<file path="config.mk">
export PLATFORM = sky130hd
export DESIGN_NAME = bstap_top
export DESIGN_NICKNAME = d
export VERILOG_FILES = /design/src/rtl/bstap_fifo.v /design/src/rtl/bstap_sync.v /design/src/rtl/bstap_top.v
export VERILOG_INCLUDE_DIRS = /design/src /design/src/rtl
export SDC_FILE = /design/constraint.sdc
export NUM_CORES = 1
export LEC_CHECK = 0
export ABC_AREA = 1
export BUFFER_PORTS_ARGS = -buffer_cell sky130_fd_sc_hd__buf_2
export CORE_MARGIN = 1.5
export CORE_UTILIZATION = 41
export CTS_BUF_LIST = sky130_fd_sc_hd__clkbuf_8 sky130_fd_sc_hd__clkbuf_16
export DETAILED_ROUTE_END_ITERATION = 12
export PLACE_DENSITY_LB_ADDON = 0.12
export SYNTH_ARGS = -nofsm -noshare
export SYNTH_HDL_FRONTEND = slang
export SYNTH_SLANG_ARGS = --single-unit
</file>
<file path="constraint.sdc">
create_clock -name clk -period 3.4 [get_ports clk]
set_input_delay 0.17 -clock clk [delete_from_list [all_inputs] [get_ports clk]]
set_output_delay 0.17 -clock clk [all_outputs]
set_load 0.03 [all_outputs]
</file>
<file path="src/rtl/bstap_map.vh">
// Constants for the boundary-scan test access port
`ifndef BSTAP_MAP_VH
`define BSTAP_MAP_VH
// Controller states, binary coded
`define BSTAP_ST_RESET 4'h0
`define BSTAP_ST_IDLE 4'h1
`define BSTAP_ST_SEL_DR 4'h2
`define BSTAP_ST_CAP_DR 4'h3
`define BSTAP_ST_SH_DR 4'h4
`define BSTAP_ST_EX1_DR 4'h5
`define BSTAP_ST_PA_DR 4'h6
`define BSTAP_ST_EX2_DR 4'h7
`define BSTAP_ST_UP_DR 4'h8
`define BSTAP_ST_SEL_IR 4'h9
`define BSTAP_ST_CAP_IR 4'hA
`define BSTAP_ST_SH_IR 4'hB
`define BSTAP_ST_EX1_IR 4'hC
`define BSTAP_ST_PA_IR 4'hD
`define BSTAP_ST_EX2_IR 4'hE
`define BSTAP_ST_UP_IR 4'hF
// Instruction codes
`define BSTAP_IR_WIDTH 3
`define BSTAP_INS_EXTEST 3'h0
`define BSTAP_INS_IDCODE 3'h1
`define BSTAP_INS_SAMPZ 3'h2
`define BSTAP_INS_SAMPLE 3'h4
`define BSTAP_INS_BYPASS 3'h7
`define BSTAP_IR_RESET 3'h1
// Data register sizes and fixed captures
`define BSTAP_ID_WIDTH 32
`define BSTAP_BSR_WIDTH 129
`define BSTAP_ID_START_BIT 0
`define BSTAP_BYPASS_CAPTURE 1'h0
`define BSTAP_INTERNAL_CAPTURE 1'h1
`define BSTAP_TMS_RESET_EDGES 5
`endif

</file>
<file path="src/rtl/bstap_fifo.v">
// Small synchronous FIFO with valid/ready on both sides
`timescale 1ns/100ps
module bstap_fifo
#(
  parameter WIDTH = 1,
  parameter DEPTH = 16,
  parameter AW = 4
)
(
  input wire clk,
  input wire reset,
  input wire flush,
  input wire [WIDTH-1:0] in_data,
  input wire in_valid,
  output wire in_ready,
  output reg [WIDTH-1:0] out_data,
  output wire out_valid,
  input wire out_ready
);
  reg [WIDTH-1:0] mem [0:DEPTH-1];
  reg [AW:0] count;
  reg [AW-1:0] wr_ptr;
  reg [AW-1:0] rd_ptr;
  wire push;
  wire pop;

  // Honest flags from the fill count
  assign in_ready = (count != DEPTH[AW:0]);
  assign out_valid = (count != {(AW+1){1'b0}});
  assign push = in_valid && in_ready;
  assign pop = out_valid && out_ready;

  always @*
  begin
    out_data = mem[rd_ptr];
  end

  // Pointers wrap at the depth so any depth that fits in AW pointer bits works
  always @(posedge clk)
  begin
    if (reset || flush)
    begin
      count <= {(AW+1){1'b0}};
      wr_ptr <= {AW{1'b0}};
      rd_ptr <= {AW{1'b0}};
    end
    else
    begin
      if (push)
      begin
        mem[wr_ptr] <= in_data;
        wr_ptr <= (wr_ptr == DEPTH[AW-1:0] - 1'b1) ? {AW{1'b0}}
          : wr_ptr + 1'b1;
      end
      if (pop)
        rd_ptr <= (rd_ptr == DEPTH[AW-1:0] - 1'b1) ? {AW{1'b0}}
          : rd_ptr + 1'b1;
      if (push && !pop)
        count <= count + 1'b1;
      else if (pop && !push)
        count <= count - 1'b1;
    end
  end
endmodule // bstap_fifo

</file>
<file path="src/rtl/bstap_sync.v">
// Two-flop synchroniser for the test pins
`timescale 1ns/100ps
module bstap_sync
#(
  parameter WIDTH = 3
)
(
  input wire clk,
  input wire reset,
  input wire [WIDTH-1:0] async_in,
  output reg [WIDTH-1:0] sync_out
);
  reg [WIDTH-1:0] meta;

  // First stage feeds only the second stage
  always @(posedge clk)
  begin
    if (reset)
    begin
      meta <= {WIDTH{1'b0}};
      sync_out <= {WIDTH{1'b0}};
    end
    else
    begin
      meta <= async_in;
      sync_out <= meta;
    end
  end
endmodule // bstap_sync

</file>
<file path="src/rtl/bstap_top.v">
// Boundary-scan test access port: controller, instruction and data regs
`timescale 1ns/100ps
`include "bstap_map.vh"
module bstap_top
#(
  parameter BSR_WIDTH = `BSTAP_BSR_WIDTH,
  parameter OUT_CELLS = 40,
  parameter FIFO_DEPTH = 16,
  parameter [19:0] ID_UPPER = 20'h0ABCD, // Arbitrary part field
  parameter [10:0] ID_MAKER = 11'h2A5 // Arbitrary maker field
)
(
  input wire clk,
  input wire reset,
  input wire test_clock,
  input wire test_mode_select,
  input wire test_data_in,
  output reg test_data_out,
  output reg test_data_out_oe,
  input wire [BSR_WIDTH-2:0] ring_state,
  input wire [OUT_CELLS-1:0] func_outputs,
  input wire func_read_drive_en,
  output reg [OUT_CELLS-1:0] pin_outputs,
  output reg read_drive_en,
  output reg on_die_termination_en,
  output reg [`BSTAP_IR_WIDTH-1:0] active_instruction,
  output reg [3:0] tap_state
);
  localparam IDW = `BSTAP_ID_WIDTH;
  localparam [IDW-1:0] ID_CODE = {ID_UPPER, ID_MAKER, 1'b1};

  wire [2:0] pins_sync;
  reg tck_prev;
  wire tck_rise;
  wire tck_fall;
  wire tms_s;
  wire tdi_s;
  reg [3:0] next_tap_state;
  reg [`BSTAP_IR_WIDTH-1:0] instruction_register;
  reg [`BSTAP_IR_WIDTH-1:0] next_active;
  reg shortest_path_bit;
  reg [IDW-1:0] id_shift;
  reg [BSR_WIDTH-1:0] bsr_shift;
  reg [BSR_WIDTH-1:0] bsr_update;
  reg serial_bit;
  reg [2:0] tms_high_count;
  reg fall_d;
  wire tms_reset_hit;
  wire in_shift;
  wire fifo_in_ready;
  wire fifo_out_valid;
  wire fifo_out_data;
  wire is_extest;
  wire is_sampz;
  wire bsr_selected;

  // Decode of an instruction, used for the active code only
  function bsr_instr;
    input [`BSTAP_IR_WIDTH-1:0] code;
    begin
      bsr_instr = (code == `BSTAP_INS_EXTEST) ||
        (code == `BSTAP_INS_SAMPZ) || (code == `BSTAP_INS_SAMPLE);
    end
  endfunction

  // Pins arrive from another domain, so pass two flops first
  bstap_sync
  #(
    .WIDTH(3)
  )
  u_sync
  (
    .clk(clk),
    .reset(reset),
    .async_in({test_clock, test_mode_select, test_data_in}),
    .sync_out(pins_sync)
  );

  assign tms_s = pins_sync[1];
  assign tdi_s = pins_sync[0];
  assign tck_rise = pins_sync[2] && !tck_prev;
  assign tck_fall = !pins_sync[2] && tck_prev;

  // Edge finder on the synchronised test clock; fall_d marks the clk
  // after a fall, when the queued serial bit is ready to leave
  always @(posedge clk)
  begin
    if (reset)
    begin
      tck_prev <= 1'b0;
      fall_d <= 1'b0;
    end
    else
    begin
      tck_prev <= pins_sync[2];
      fall_d <= tck_fall;
    end
  end

  always @*
  begin
    case (tap_state)
      `BSTAP_ST_RESET: next_tap_state = tms_s ? `BSTAP_ST_RESET
        : `BSTAP_ST_IDLE;
      `BSTAP_ST_IDLE: next_tap_state = tms_s ? `BSTAP_ST_SEL_DR
        : `BSTAP_ST_IDLE;
      `BSTAP_ST_SEL_DR: next_tap_state = tms_s ? `BSTAP_ST_SEL_IR
        : `BSTAP_ST_CAP_DR;
      `BSTAP_ST_CAP_DR: next_tap_state = tms_s ? `BSTAP_ST_EX1_DR
        : `BSTAP_ST_SH_DR;
      `BSTAP_ST_SH_DR: next_tap_state = tms_s ? `BSTAP_ST_EX1_DR
        : `BSTAP_ST_SH_DR;
      `BSTAP_ST_EX1_DR: next_tap_state = tms_s ? `BSTAP_ST_UP_DR
        : `BSTAP_ST_PA_DR;
      `BSTAP_ST_PA_DR: next_tap_state = tms_s ? `BSTAP_ST_EX2_DR
        : `BSTAP_ST_PA_DR;
      `BSTAP_ST_EX2_DR: next_tap_state = tms_s ? `BSTAP_ST_UP_DR
        : `BSTAP_ST_SH_DR;
      `BSTAP_ST_UP_DR: next_tap_state = tms_s ? `BSTAP_ST_SEL_DR
        : `BSTAP_ST_IDLE;
      `BSTAP_ST_SEL_IR: next_tap_state = tms_s ? `BSTAP_ST_RESET
        : `BSTAP_ST_CAP_IR;
      `BSTAP_ST_CAP_IR: next_tap_state = tms_s ? `BSTAP_ST_EX1_IR
        : `BSTAP_ST_SH_IR;
      `BSTAP_ST_SH_IR: next_tap_state = tms_s ? `BSTAP_ST_EX1_IR
        : `BSTAP_ST_SH_IR;
      `BSTAP_ST_EX1_IR: next_tap_state = tms_s ? `BSTAP_ST_UP_IR
        : `BSTAP_ST_PA_IR;
      `BSTAP_ST_PA_IR: next_tap_state = tms_s ? `BSTAP_ST_EX2_IR
        : `BSTAP_ST_PA_IR;
      `BSTAP_ST_EX2_IR: next_tap_state = tms_s ? `BSTAP_ST_UP_IR
        : `BSTAP_ST_SH_IR;
      `BSTAP_ST_UP_IR: next_tap_state = tms_s ? `BSTAP_ST_SEL_DR
        : `BSTAP_ST_IDLE;
      default: next_tap_state = `BSTAP_ST_RESET;
    endcase
  end

  // step on each test clock rise
  always @(posedge clk)
  begin
    if (reset)
      tap_state <= `BSTAP_ST_RESET;
    else if (tck_rise)
      tap_state <= tms_reset_hit ? `BSTAP_ST_RESET : next_tap_state;
  end

  // count mode-select-high edges
  // The graph already reaches reset in five edges; this counter is a
  // safety net that forces reset even from a corrupted state code.
  always @(posedge clk)
  begin
    if (reset)
      tms_high_count <= 3'h0;
    else if (tck_rise)
    begin
      if (!tms_s)
        tms_high_count <= 3'h0;
      else if (tms_high_count != 3'h7)
        tms_high_count <= tms_high_count + 3'h1;
    end
  end

  // Fifth consecutive high rise; a low on this rise must not count
  assign tms_reset_hit = tms_s &&
    (tms_high_count >= `BSTAP_TMS_RESET_EDGES - 1);

  assign in_shift = (tap_state == `BSTAP_ST_SH_IR) ||
    (tap_state == `BSTAP_ST_SH_DR);

  // data in sampled only while shifting
  always @(posedge clk)
  begin
    if (reset)
    begin
      instruction_register <= `BSTAP_IR_RESET;
      active_instruction <= `BSTAP_IR_RESET;
    end
    else if (tck_rise)
    begin
      if (tap_state == `BSTAP_ST_RESET || tms_reset_hit)
      begin
        instruction_register <= `BSTAP_IR_RESET;
        active_instruction <= `BSTAP_IR_RESET;
      end
      else if (tap_state == `BSTAP_ST_CAP_IR)
        instruction_register <= `BSTAP_IR_RESET;
      else if (tap_state == `BSTAP_ST_SH_IR)
        instruction_register <= {tdi_s, instruction_register[2:1]};
      else if (tap_state == `BSTAP_ST_UP_IR)
        active_instruction <= next_active;
    end
  end

  // reserved codes fall back to bypass so no hidden mode runs
  always @*
  begin
    case (instruction_register)
      `BSTAP_INS_EXTEST,
      `BSTAP_INS_IDCODE,
      `BSTAP_INS_SAMPZ,
      `BSTAP_INS_SAMPLE: next_active = instruction_register;
      default: next_active = `BSTAP_INS_BYPASS;
    endcase
  end

  assign is_extest = (active_instruction == `BSTAP_INS_EXTEST);
  assign is_sampz = (active_instruction == `BSTAP_INS_SAMPZ);
  assign bsr_selected = bsr_instr(active_instruction);

  always @(posedge clk)
  begin
    if (reset)
    begin
      shortest_path_bit <= `BSTAP_BYPASS_CAPTURE;
      id_shift <= ID_CODE;
      bsr_shift <= {BSR_WIDTH{1'b0}};
    end
    else if (tck_rise)
    begin
      if (tap_state == `BSTAP_ST_CAP_DR)
      begin
        shortest_path_bit <= `BSTAP_BYPASS_CAPTURE;
        if (active_instruction == `BSTAP_INS_IDCODE)
          id_shift <= ID_CODE;
        if (bsr_selected)
          bsr_shift <= {`BSTAP_INTERNAL_CAPTURE, ring_state};
      end
      else if (tap_state == `BSTAP_ST_SH_DR)
      begin
        if (active_instruction == `BSTAP_INS_IDCODE)
          id_shift <= {tdi_s, id_shift[IDW-1:1]};
        else if (bsr_selected)
          bsr_shift <= {tdi_s, bsr_shift[BSR_WIDTH-1:1]};
        else
          shortest_path_bit <= tdi_s;
      end
    end
  end

  // boundary values reach pins only at Update-DR
  always @(posedge clk)
  begin
    if (reset)
      bsr_update <= {BSR_WIDTH{1'b0}};
    else if (tck_rise && tap_state == `BSTAP_ST_UP_DR && bsr_selected)
      bsr_update <= bsr_shift;
  end

  // Serial source for the current shift path
  always @*
  begin
    if (tap_state == `BSTAP_ST_SH_IR)
      serial_bit = instruction_register[0];
    else if (active_instruction == `BSTAP_INS_IDCODE)
      serial_bit = id_shift[0];
    else if (bsr_selected)
      serial_bit = bsr_shift[0];
    else
      serial_bit = shortest_path_bit;
  end

  // Each fall in a shift state queues the current low bit of the path,
  // which leaves one clk later together with the driver enable, so the
  // first captured bit is on the pin before the first shift rise.
  bstap_fifo
  #(
    .WIDTH(1),
    .DEPTH(FIFO_DEPTH),
    .AW(4)
  )
  u_out_fifo
  (
    .clk(clk),
    .reset(reset),
    .flush(!in_shift && tck_fall),
    .in_data(serial_bit),
    .in_valid(tck_fall && in_shift),
    .in_ready(fifo_in_ready),
    .out_data(fifo_out_data),
    .out_valid(fifo_out_valid),
    .out_ready(fall_d)
  );

  // output presented on the falling edge
  always @(posedge clk)
  begin
    if (reset)
    begin
      test_data_out <= 1'b0;
      test_data_out_oe <= 1'b0;
    end
    else if (fall_d)
    begin
      test_data_out_oe <= in_shift;
      if (fifo_out_valid)
        test_data_out <= fifo_out_data;
    end
  end

  // functional path passes untouched outside extest/sample-z
  // termination off in extest and sample-z
  always @(posedge clk)
  begin
    if (reset)
    begin
      pin_outputs <= {OUT_CELLS{1'b0}};
      read_drive_en <= 1'b0;
      on_die_termination_en <= 1'b1;
    end
    else
    begin
      on_die_termination_en <= !(is_extest || is_sampz);
      if (is_extest)
      begin
        pin_outputs <= bsr_update[OUT_CELLS-1:0];
        read_drive_en <= bsr_update[BSR_WIDTH-1];
      end
      else
      begin
        pin_outputs <= func_outputs;
        read_drive_en <= is_sampz ? 1'b0 : func_read_drive_en;
      end
    end
  end
endmodule // bstap_top

</file>
==> results.py, run 1 <==
metrics = {
    "outcome": {
        "run_status": "complete, no violations",
    },
    "synthesis": {
        "synth_nets": 2018,
        "synth_commonest_cells": "nand2_1, nor2_1, dfxtp_1",
        "post-synth-top-count-cell": "nand2_1",
        "synth_seq_cells": 297,
        "async_reset_ff_share_pct": 0,
        "synth_top_family_by_area": "simple AND/OR/NAND/NOR gates",
        "avgSynthCellArea_um2": 6.99,
        "yosysSeqAreaShare_pct": 47.7,
        "synth_compound_gate_area_share_pct": 12.0,
        "ys_top_cells_by_area": "dfxtp_1, nand2_1, nor2_1, o21ai_0, edfxtp_1",
        "synthMuxAreaShare_pct": 0,
        "synth_xor_area_share_pct": 0.410,
        "synth_simple_gate_area_share_pct": 31.9,
        "yosysUniqueCellTypes": 39,
        "synth_adder_area_share_pct": 1.23,
        "yosys.area.top_type_share_pct": 43.9,
        "synthCells": 1832,
        "syn_area_um2": 12800,
        "synth_ff_type": "dfxtp_1",
        "synth_edf_count": 16,
        "yosys_warnings": 0,
        "synth_largest_area_cell": "dfxtp_1",
    },
    "drt": {
        "detail_route.first_pass.iterations": 5,
        "post_drt_wl_per_cell_um": 12.9,
        "wl_um": 33000,
        "via_count": 12086,
        "via_per_inst": 4.72,
        "antenna_left": 0,
        "drc": 0,
        "drt_iter0_markers": 727,
    },
    "finish": {
        "drive_above_1_share_pct": 14.3,
        "final_util_pct": 53.9,
        "fin_area_um2": 16500,
        "area_growth_pct": 29.0,
        "final_cells": 2562,
        "final_nets": 2325,
    },
    "flow_run": {
        "cap_violations": 0,
    },
    "worst_setup_path": {
        "critPathMostFrequentCell": "nand2_1",
        "cp.required_ns": 3.83,
        "crit_arrival_ns": 3.16,
        "critPathTopFamily": "simple AND/OR/NAND/NOR gates",
        "worstRegToRegCells": 16,
        "reg2reg_from": "tap_state[3]",
        "rrSetupSlack_ns": 0.67,
        "critPathCaptureType": "register",
        "critPathMaxStageDelay_ns": 0.49,
        "cp-startpoint": "tap_state[3]",
        "crit_buf_inv": 3,
        "reg2reg_to": "u_out_fifo.count[4]",
        "critPathSlowestCell": "dfxtp_1",
        "cp-start-kind": "register",
        "crit_chain": "inv_1 > nor2_2 > nand2_1 > nand2_1 > nand3_2 > inv_1 > ha_1 > inv_1 > fa_1 > a21oi_1 > nor2_1 > nor2_1 > nand2_1 > nand2_1 > nand2_1 > a21oi_1",
        "path_class": "reg2reg",
        "crit_fanout": 6,
    },
    "pwr": {
        "ir_drop_mv": 0.378,
        "p_per_area_nw_per_um2": 467,
        "leakagePower_nw": 8.09,
    },
    "die": {
        "die_w_um": 180,
        "io_pins": 225,
        "start_util_pct": 41.8,
        "fp.dieArea_um2": 32300,
        "chipHeight_um": 180,
        "std_cell_rows": 64,
        "design.core.area_um2": 30700,
    },
    "global_routing": {
        "grt_overflow": 0,
        "grt.total_usage_pct": 19.8,
        "grt_max_degree": 130,
        "antenna_found_initial": 4,
        "grt_pass1_wl_um": 54900,
        "globalRouteMet2Util_pct": 32.6,
        "grtUsageMet3_pct": 3.95,
        "met1_usage_pct": 26.6,
        "busiest_layer": "met2",
        "grt_pass1_vias": 11334,
    },
    "timing": {
        "grt_setup_unrepaired": "false",
        "max_freq_ghz": 0.366,
        "finalClockSkew_ns": 0.00854,
        "tightest_slew_ns": 0.808,
        "tns_ns": 0,
        "slew_headroom_pct": 46.1,
        "hold_slack_ns": 0.00519,
        "hold_viol": 0,
        "setup_viol": 0,
        "drv_slew": 0,
        "finalCritPeriodShare_pct": 80.3,
        "period_minus_slack_ns": 2.73,
    },
    "clock_network": {
        "cts_resized": 0,
        "clk_pin_slew_ns": 0.06,
        "cts_buffers": 34,
        "cts_tree": "yes",
        "clockBufferDepth": 3,
        "h-tree-depth": 2,
        "cts_root_buf": "clkbuf_16",
        "clkLatencyLatePin_ns": 0.50,
        "cts.sinks": 297,
    },
    "placement": {
        "io_buffers": 224,
        "gp_congestion": 0.833,
        "place_inst": 2357,
        "placed_cell_area_um2": 14000,
        "dp_hpwl_um": 19500,
    },
    "hold_path": {
        "hold_class": "in2reg",
        "min_from": "ring_state[34]",
        "holdPathStages": 5,
        "holdPathEnd": "bsr_shift[34]",
    },
}
## cells in the final DEF (no fill, tap or decap), types with 4 or more instances in the layout
master / count
nor2_4: 4
o21ai_1: 67
nor2_1: 497
o22ai_1: 16
edfxtp_1: 16
dfxtp_1: 281
inv_1: 62
clkbuf_8: 10
buf_4: 10
a21oi_1: 22
nand2_1: 507
a22oi_1: 16
clkbuf_16: 35
buf_2: 224
xor2_1: 4
diode_2: 4
dlygate4sd3_1: 142
buf_12: 4
o21ai_0: 160
ha_1: 11
inv_2: 4
nand3_1: 31
## tightest hold or removal path: cells and delay by family
family / cells / cell delay [ns]
buf+inv: 1 / 0.08
simple gates: 4 / 0.22
## registers in the layout, indices dropped and copies added, names as in the netlist
signal                 count
tms_high_count             3
u_out_fifo.mem            16
instruction_register       3
read_drive_en              1
u_out_fifo.wr_ptr          4
tck_prev                   1
fall_d                     1
bsr_update                41
shortest_path_bit          1
bsr_shift                129
id_shift                  32
on_die_termination_en      1
test_data_out              1
u_out_fifo.count           5
pin_outputs               40
test_data_out_oe           1
tap_state                  4
u_sync.sync_out            3
u_out_fifo.rd_ptr          4
active_instruction         3
u_sync.meta                3
## metrics by stage
step / setup WS, ns / total power, mW
2_1_floorplan: 0.767 / 3.85
3_3_place_gp: 0.799 / 4.03
3_5_place_dp: 0.686 / 4.03
4_1_cts: 0.658 / 7.82
5_1_grt: 0.345 / 8.01
6_report: 0.668 / 7.72
## metal layers
layer	routed length (µm)	vias to the layer above	share of wire, %
met5	12	-	0.036
met4	630	2	1.9
met3	1690	56	5.1
met2	15000	268	46
met1	15600	5360	47
li1	-	6400	-
## area by class of cell
type                       instances  area (µm²)
inverter                          63         246
multi-input combinational       1363        5840
timing repair buffer             380        2700
tap                              396         495
sequential                       297        6110
antenna                            4        10.0
clock inverter                    14         114
clock buffer                      45        1010
fill                            3031       14100
## power breakdown
part           internal, mW  total [mW]  switching [mW]
sequential             3.55        3.57          0.0141
combinational         0.247       0.522           0.275
clock                  2.23        3.63            1.40
## how the worst max path moves through the flow
| stage | end | slack, ns | depth (start not counted) |
|---|---|---|---|
| after floorplan | u_out_fifo.count[4] | 0.77 | 15 |
| after global placement | u_out_fifo.count[4] | 0.80 | 16 |
| after detailed placement | u_out_fifo.count[4] | 0.69 | 16 |
| after CTS | u_out_fifo.count[4] | 0.66 | 16 |
| after global routing | u_out_fifo.count[4] | 0.35 | 16 |
| final | u_out_fifo.count[4] | 0.67 | 16 |
## timing repair
item                                   in CTS  in global routing
setup endpoints to repair                   0                  0
hold buffers                              142                  0
endpoints found under the hold margin     142                  0
setup buffers                               0                  0
## kinds of logic (layout without fill, tap and decap cells)
kind of cell               after synthesis  count (layout)
adders and majority gates               12              12
other                                    0               4
and+or+nand+nor                       1054            1054
xor gates and xnor gates                 6               6
DFF                                    297             297
AOI/OAI and AO/OA                      291             291
buffers and inverters                  172             502
Note: power is estimated with default switching activity, not from simulation.
==> inputs of run 2 (changes only) <==
--- a/config.mk
+++ b/config.mk
@@ -6,7 +6,7 @@
 export SDC_FILE = /design/constraint.sdc
 export NUM_CORES = 1
 export LEC_CHECK = 0
-export ABC_AREA = 1
+export ABC_AREA = 0
 export BUFFER_PORTS_ARGS = -buffer_cell sky130_fd_sc_hd__buf_2
 export CORE_MARGIN = 1.5
 export CORE_UTILIZATION = 41
==> constraint.sdc (replaced) <==
create_clock -name clk -period 2.3 [get_ports clk]
set_input_delay 0.115 -clock clk [delete_from_list [all_inputs] [get_ports clk]]
set_output_delay 0.115 -clock clk [all_outputs]
set_load 0.03 [all_outputs]
==> run 2 against run 1 <==
Compared with the run above:
- the flow now finishes with violations (negative setup slack)
- clock power rose by 48%
- total power rose by 49%
- sequential cell count did not move
- worst hold slack improved by 0.16 ns
- sequential share of layout area fell by 2.2 points
- cell area rose by 6.5%
- die area fell by 3.7%
- core utilization rose by 5.5 points
- first-iteration DRC count rose by 2.2%
==> results.py, run 2 <==
metrics = {
    "finish": {
        "drive_above_1_share_pct": 21.3,
        "final_util_pct": 59.4,
        "top_register": "bsr_shift",
        "top_regs": "bsr_shift (129), bsr_update (41), pin_outputs (40)",
        "fin_area_um2": 17600,
        "final_nets": 2076,
        "largest_reg_flops": 129,
        "final_cell_mix": "nand2_1, dfxtp_1, buf_2",
        "fillers": 2675,
        "area_growth_pct": 42.8,
        "n_antenna_cell": 0,
        "mostFrequentLayoutCell": "nand2_1",
    },
    "synthesis": {
        "yosys_warnings": 0,
        "yosys.area.top_type_share_pct": 45.6,
        "async_reset_ff_share_pct": 0,
        "synth_commonest_cells": "nand2_1, dfxtp_1, nor2_1",
        "synth_ff_type": "dfxtp_1",
        "avgSynthCellArea_um2": 8.16,
        "synth_largest_area_cell": "dfxtp_1",
        "yosysUniqueCellTypes": 54,
        "yosysSeqAreaShare_pct": 49.5,
        "synth_nets": 1696,
        "ys_top_cells_by_area": "dfxtp_1, nand2_1, a311oi_1, nor2_1, a21oi_1",
        "synth_seq_cells": 297,
        "post-synth-top-count-cell": "nand2_1",
        "synth_edf_count": 16,
        "syn_area_um2": 12300,
        "synthCells": 1510,
    },
    "clock_network": {
        "cts_tree": "yes",
        "clockBufferDepth": 3,
        "clk_pin_slew_ns": 0.06,
        "clkLatencyLatePin_ns": 0.52,
        "h-tree-depth": 2,
        "cts_buffers": 34,
        "cts_root_buf": "clkbuf_16",
        "cts.sinks": 297,
    },
    "drt": {
        "drc": 0,
        "via_count": 11841,
        "post_drt_wl_per_cell_um": 15.3,
        "antenna_left": 0,
        "via_per_inst": 5.14,
        "detail_route.first_pass.iterations": 5,
        "wl_um": 35300,
        "drt_iter0_markers": 743,
    },
    "worst_setup_path": {
        "path_class": "reg2reg",
        "critPathSlowestCell": "or4b_4",
        "crit_buf_inv": 1,
        "critPathTopFamily": "simple AND/OR/NAND/NOR gates",
        "critPathCaptureType": "register",
        "crit_chain": "or4b_4 > nand2_2 > and3_4 > ha_4 > inv_4 > fa_2 > a21o_1 > a21oi_2 > xnor2_1 > or3_1 > a21oi_1",
        "cp-start-kind": "register",
        "crit_fanout": 3,
        "cp.required_ns": 2.73,
        "critPathMaxStageDelay_ns": 0.54,
        "crit_arrival_ns": 2.99,
    },
    "die": {
        "io_pins": 225,
        "design.core.area_um2": 29600,
        "start_util_pct": 41.6,
        "chipHeight_um": 176,
        "std_cell_rows": 63,
        "die_w_um": 176,
        "fp.dieArea_um2": 31100,
    },
    "timing": {
        "period_minus_slack_ns": 2.56,
        "finalCritPeriodShare_pct": 111,
        "drv_slew": 0,
        "max_freq_ghz": 0.391,
        "grt_setup_unrepaired": "true",
        "tightest_slew_ns": 0.595,
        "hold_viol": 0,
        "finalWorstSetupSlack_ns": -0.257,
        "slew_headroom_pct": 60.4,
        "finalClockSkew_ns": 0.0242,
        "setup_viol": 4,
    },
    "placement": {
        "placed_cell_area_um2": 14100,
        "gp_congestion": 0.758,
        "io_buffers": 224,
        "dp_hpwl_um": 19300,
    },
    "pwr": {
        "p_per_area_nw_per_um2": 652,
        "p_total_mw": 11.5,
        "leakagePower_nw": 6.53,
        "ir_drop_mv": 0.480,
    },
    "flow_run": {
        "cap_violations": 0,
    },
    "global_routing": {
        "grt.total_usage_pct": 20.8,
        "antenna_found_initial": 0,
        "grt_max_degree": 99,
        "grt_pass1_wl_um": 54100,
        "grt_overflow": 0,
        "grt_pass1_vias": 11096,
    },
    "outcome": {
        "violations": "negative setup slack",
        "run_status": "finished, violations left",
    },
    "hold_path": {
        "hold_class": "in2reg",
    },
}
[run 2: cell types whose count changed after synthesis, moves of 55 or more]
cell | previous run | this run
a311oi_1 | 0 | 130
o21ai_0 | 160 | 8
nand2_1 | 507 | 452
o21ai_1 | 67 | 0
a21oi_1 | 22 | 115
nor2_1 | 497 | 193
[run 2: path summary, 6_finish.rpt]
path | slack, ns | startpoint | endpoint | cells past startpoint
max | -0.26 | tap_state[1] | u_out_fifo.count[4] | 11
min | 0.17 | reset | tms_high_count[0] | 2
max reg2reg | -0.26 | tap_state[1] | u_out_fifo.count[4] | 11
min reg2reg | 0.45 | bsr_update[14] | pin_outputs[14] | 2
[run 2: where the power goes]
part	total (mW)	switching, mW	internal, mW
registers	5.27	0.0217	5.25
logic	0.823	0.414	0.409
clock network	5.38	2.18	3.20
[run 2: what timing repair did]
item,in CTS,in global routing
endpoints found under the setup margin,4,118
buffers inserted,1,16
hold buffers,172,0
cloned,1,16
endpoints found under the hold margin,172,0
pin swaps,9,57
resized for setup,11,21
[run 2: cells by family (layout without fill, tap and decap cells)]
family                   after synthesis  after routing  share of synthesized area [%]
flip-flops                           297            297                           49.5
AO/OA/AOI/OAI                        301            301                           17.2
adder cells (fa/ha/maj)               13             13                           1.36
buffers and inverters                141            545                           5.09
AND/OR/NAND/NOR                      740            740                           24.9
multiplexers                          12             12                           1.48
XOR/XNOR                               6              6                          0.426
[run 2: cell type report]
cell class	count	area (µm²)	share of cell area (%)
sequential	297	6110	34.7
multi-input combinational	1072	5730	32.5
timing repair buffer	477	4120	23.4
clock buffer	39	920	5.23
tap	390	488	2.77
clock inverter	21	193	1.09
inverter	8	32.5	0.185
[run 2: worst register-to-register path, delay by kind of cell (launching register included)]
kind | cells | cell delay, ns
XOR/XNOR | 1 | 0.09
adder cells (fa/ha/maj) | 2 | 0.47
AND/OR/NAND/NOR | 4 | 1.13
AO/OA/AOI/OAI | 3 | 0.44
buffers and inverters | 1 | 0.04
flip-flops | 1 | 0.31
[run 2: per-stage QoR]
step / setup WS [ns] / TNS (ns) / std cells / hold slack (ns)
floorplan: -0.490 / -0.819 / 1510 / 0.243
global placement: -0.277 / -0.401 / 2039 / 0.338
detailed placement: -0.307 / -0.545 / 2039 / 0.340
CTS: -0.271 / -0.325 / 2273 / 0.151
global route: -0.366 / -2.19 / 2304 / 0.200
finish: -0.257 / -0.384 / 2304 / 0.170
[run 2: metal layers]
metal  global-route usage, %  wire length [µm]  vias up
met3                    3.68              1720       48
met4                    5.61               576        0
met5                       0                 0        -
met2                    34.3             16500      266
li1                        -                 -     5939
met1                    28.1             16500     5588
==> inputs of run 3 (changes only) <==
--- a/config.mk
+++ b/config.mk
@@ -12,7 +12,7 @@
 export CORE_UTILIZATION = 41
 export CTS_BUF_LIST = sky130_fd_sc_hd__clkbuf_8 sky130_fd_sc_hd__clkbuf_16
 export DETAILED_ROUTE_END_ITERATION = 12
-export PLACE_DENSITY_LB_ADDON = 0.12
+export PLACE_DENSITY = 0.61
 export SYNTH_ARGS = -nofsm -noshare
 export SYNTH_HDL_FRONTEND = slang
 export SYNTH_SLANG_ARGS = --single-unit
==> run 3 against run 2 <==
Compared with the run above:
- the flow still finishes with violations (negative setup slack)
- die area is the same
- cell area shrank 1.8%
- core utilization shrank 1.1 points
- largest cell class unchanged
- wire length shrank 4.3%
==> results.py, run 3 (same netlist as run 2, synthesis figures left out) <==
metrics = {
    "placement": {
        "dp_hpwl_um": 19700,
        "io_buffers": 224,
        "gp_congestion": 0.777,
        "place_inst": 2050,
    },
    "hold_path": {
        "holdPathEnd": "tms_high_count[1]",
        "hold_class": "in2reg",
        "holdPathStages": 2,
        "min_from": "reset",
    },
    "clock_network": {
        "clkLatencyLatePin_ns": 0.52,
        "cts.sinks": 297,
        "h-tree-depth": 2,
        "cts_root_buf": "clkbuf_16",
        "clk_pin_slew_ns": 0.06,
        "cts_tree": "yes",
        "cts_buffers": 35,
        "clockBufferDepth": 3,
    },
    "pwr": {
        "pwr-share-comb_pct": 7.0,
        "p_sw_mw": 2.60,
        "leakagePower_nw": 6.41,
        "intPower_mw": 9.15,
        "p_total_mw": 11.7,
        "ir_drop_mv": 0.431,
        "p_per_area_nw_per_um2": 680,
        "sequentialPowerShare_pct": 44.9,
        "sw_frac_of_total_pct": 22.1,
        "p_clk_share_pct": 48.1,
    },
    "timing": {
        "max_freq_ghz": 0.385,
        "tightest_slew_ns": 0.531,
        "period_minus_slack_ns": 2.60,
        "finalClockSkew_ns": 0.0181,
        "finalWorstSetupSlack_ns": -0.295,
        "hold_slack_ns": 0.112,
        "slew_headroom_pct": 64.6,
        "tns_ns": -0.609,
        "finalCritPeriodShare_pct": 113,
        "setup_viol": 3,
        "grt_setup_unrepaired": "true",
        "drv_slew": 0,
        "hold_viol": 0,
    },
    "finish": {
        "mostFrequentLayoutCell": "nand2_1",
        "area_growth_pct": 40.2,
        "top_register": "bsr_shift",
        "fillers": 2616,
        "top_regs": "bsr_shift (129), bsr_update (41), pin_outputs (40)",
        "final_cells": 2299,
        "final_nets": 2068,
        "drive_above_1_share_pct": 20.9,
        "final_cell_mix": "nand2_1, dfxtp_1, buf_2",
        "largest_reg_flops": 129,
    },
    "worst_setup_path": {
        "cp-start-kind": "register",
        "critPathMaxStageDelay_ns": 0.56,
        "cp.required_ns": 2.73,
        "crit_arrival_ns": 3.03,
        "reg2reg_from": "tap_state[3]",
        "crit_buf_inv": 1,
        "rrSetupSlack_ns": -0.30,
        "crit_fanout": 3,
        "reg2reg_to": "u_out_fifo.count[4]",
        "path_class": "reg2reg",
        "crit_chain": "or4b_4 > nand2_4 > and3_4 > ha_4 > inv_4 > fa_2 > a21o_1 > a21oi_2 > xnor2_1 > or3_1 > a21oi_1",
        "critPathCaptureType": "register",
        "critPathTopFamily": "simple AND/OR/NAND/NOR gates",
        "worstRegToRegCells": 11,
        "critPathSlowestCell": "or4b_4",
    },
    "drt": {
        "post_drt_wl_per_cell_um": 14.7,
        "drt_iter0_markers": 732,
        "antenna_left": 0,
        "via_per_inst": 5.13,
        "via_count": 11805,
        "drc": 0,
        "wl_um": 33800,
        "detail_route.first_pass.iterations": 5,
    },
    "global_routing": {
        "grt_pass1_vias": 11278,
        "antenna_found_initial": 0,
        "grt.total_usage_pct": 21.1,
        "grt_overflow": 0,
        "grt_max_degree": 86,
        "grt_pass1_wl_um": 54800,
    },
    "die": {
        "start_util_pct": 41.6,
        "fp.dieArea_um2": 31100,
        "std_cell_rows": 63,
        "io_pins": 225,
        "chipHeight_um": 176,
        "die_w_um": 176,
        "design.core.area_um2": 29600,
    },
    "outcome": {
        "violations": "negative setup slack",
        "run_status": "finished, violations left",
    },
    "flow_run": {
        "cap_violations": 0,
    },
}
-- run 3: what timing repair did --
action / in CTS / in global routing
setup endpoints to repair: 3 / 22
buffers inserted: 4 / 8
cloned: 0 / 2
pin swaps: 6 / 36
resized for setup: 9 / 18
hold buffers: 172 / 0
hold endpoints to repair: 172 / 0
-- run 3: final cells by class --
class	count	area, µm²	share of cell area [%]
diodes	1	2.50	0.0145
clock buffers	42	983	5.69
clock inverters	21	210	1.22
inverters	8	32.5	0.188
multi-input cells	1072	5730	33.2
flip-flops and latches	297	6110	35.4
well taps	390	488	2.82
repair buffers	468	3710	21.5
-- run 3: layer usage --
layer / track usage (%) / share of wire, %
met1: 27.7 / 45
met5: 0 / 0
met3: 3.73 / 5.2
met4: 6.39 / 2.3
met2: 35.5 / 47
-- run 3: power by group through the flow --
stage / registers, mW / clock network [mW] / logic, mW
final: 5.27 / 5.65 / 0.826
after global routing: 5.27 / 5.98 / 0.888
after CTS: 5.27 / 5.77 / 0.813
after detailed placement: 5.38 / 0 / 0.582
after global placement: 5.38 / 0 / 0.582
after floorplan: 5.48 / 0 / 0.209
-- run 3: worst register-to-register path: cells and delay by family, from the launching register on --
family / cells / cell delay [ns]
xor+xnor: 1 / 0.08
compound gates: 3 / 0.43
buf+inv: 1 / 0.04
fa+ha+maj: 2 / 0.50
simple gates: 4 / 1.14
flops: 1 / 0.34
-- run 3: per-stage QoR --
stage	cell area (µm²)	setup WS, ns	util (%)
2_1_floorplan	12400	-0.490	-
3_3_place_gp	14100	-0.274	47.4
3_5_place_dp	14100	-0.334	47.4
4_1_cts	17000	-0.279	57.5
5_1_grt	17300	-0.394	58.3
6_report	17300	-0.295	58.3
-- run 3: worst max-delay path by stage --
stage | from | end | slack, ns | cells past startpoint
2_1_floorplan | tap_state[3] | u_out_fifo.count[4] | -0.49 | 13
4_1_cts | tap_state[3] | u_out_fifo.count[4] | -0.28 | 11
6_report | tap_state[3] | u_out_fifo.count[4] | -0.30 | 11
5_1_grt | tap_state[3] | u_out_fifo.count[4] | -0.39 | 11
3_5_place_dp | tap_state[3] | u_out_fifo.count[4] | -0.33 | 11
3_3_place_gp | tap_state[3] | u_out_fifo.count[4] | -0.27 | 11
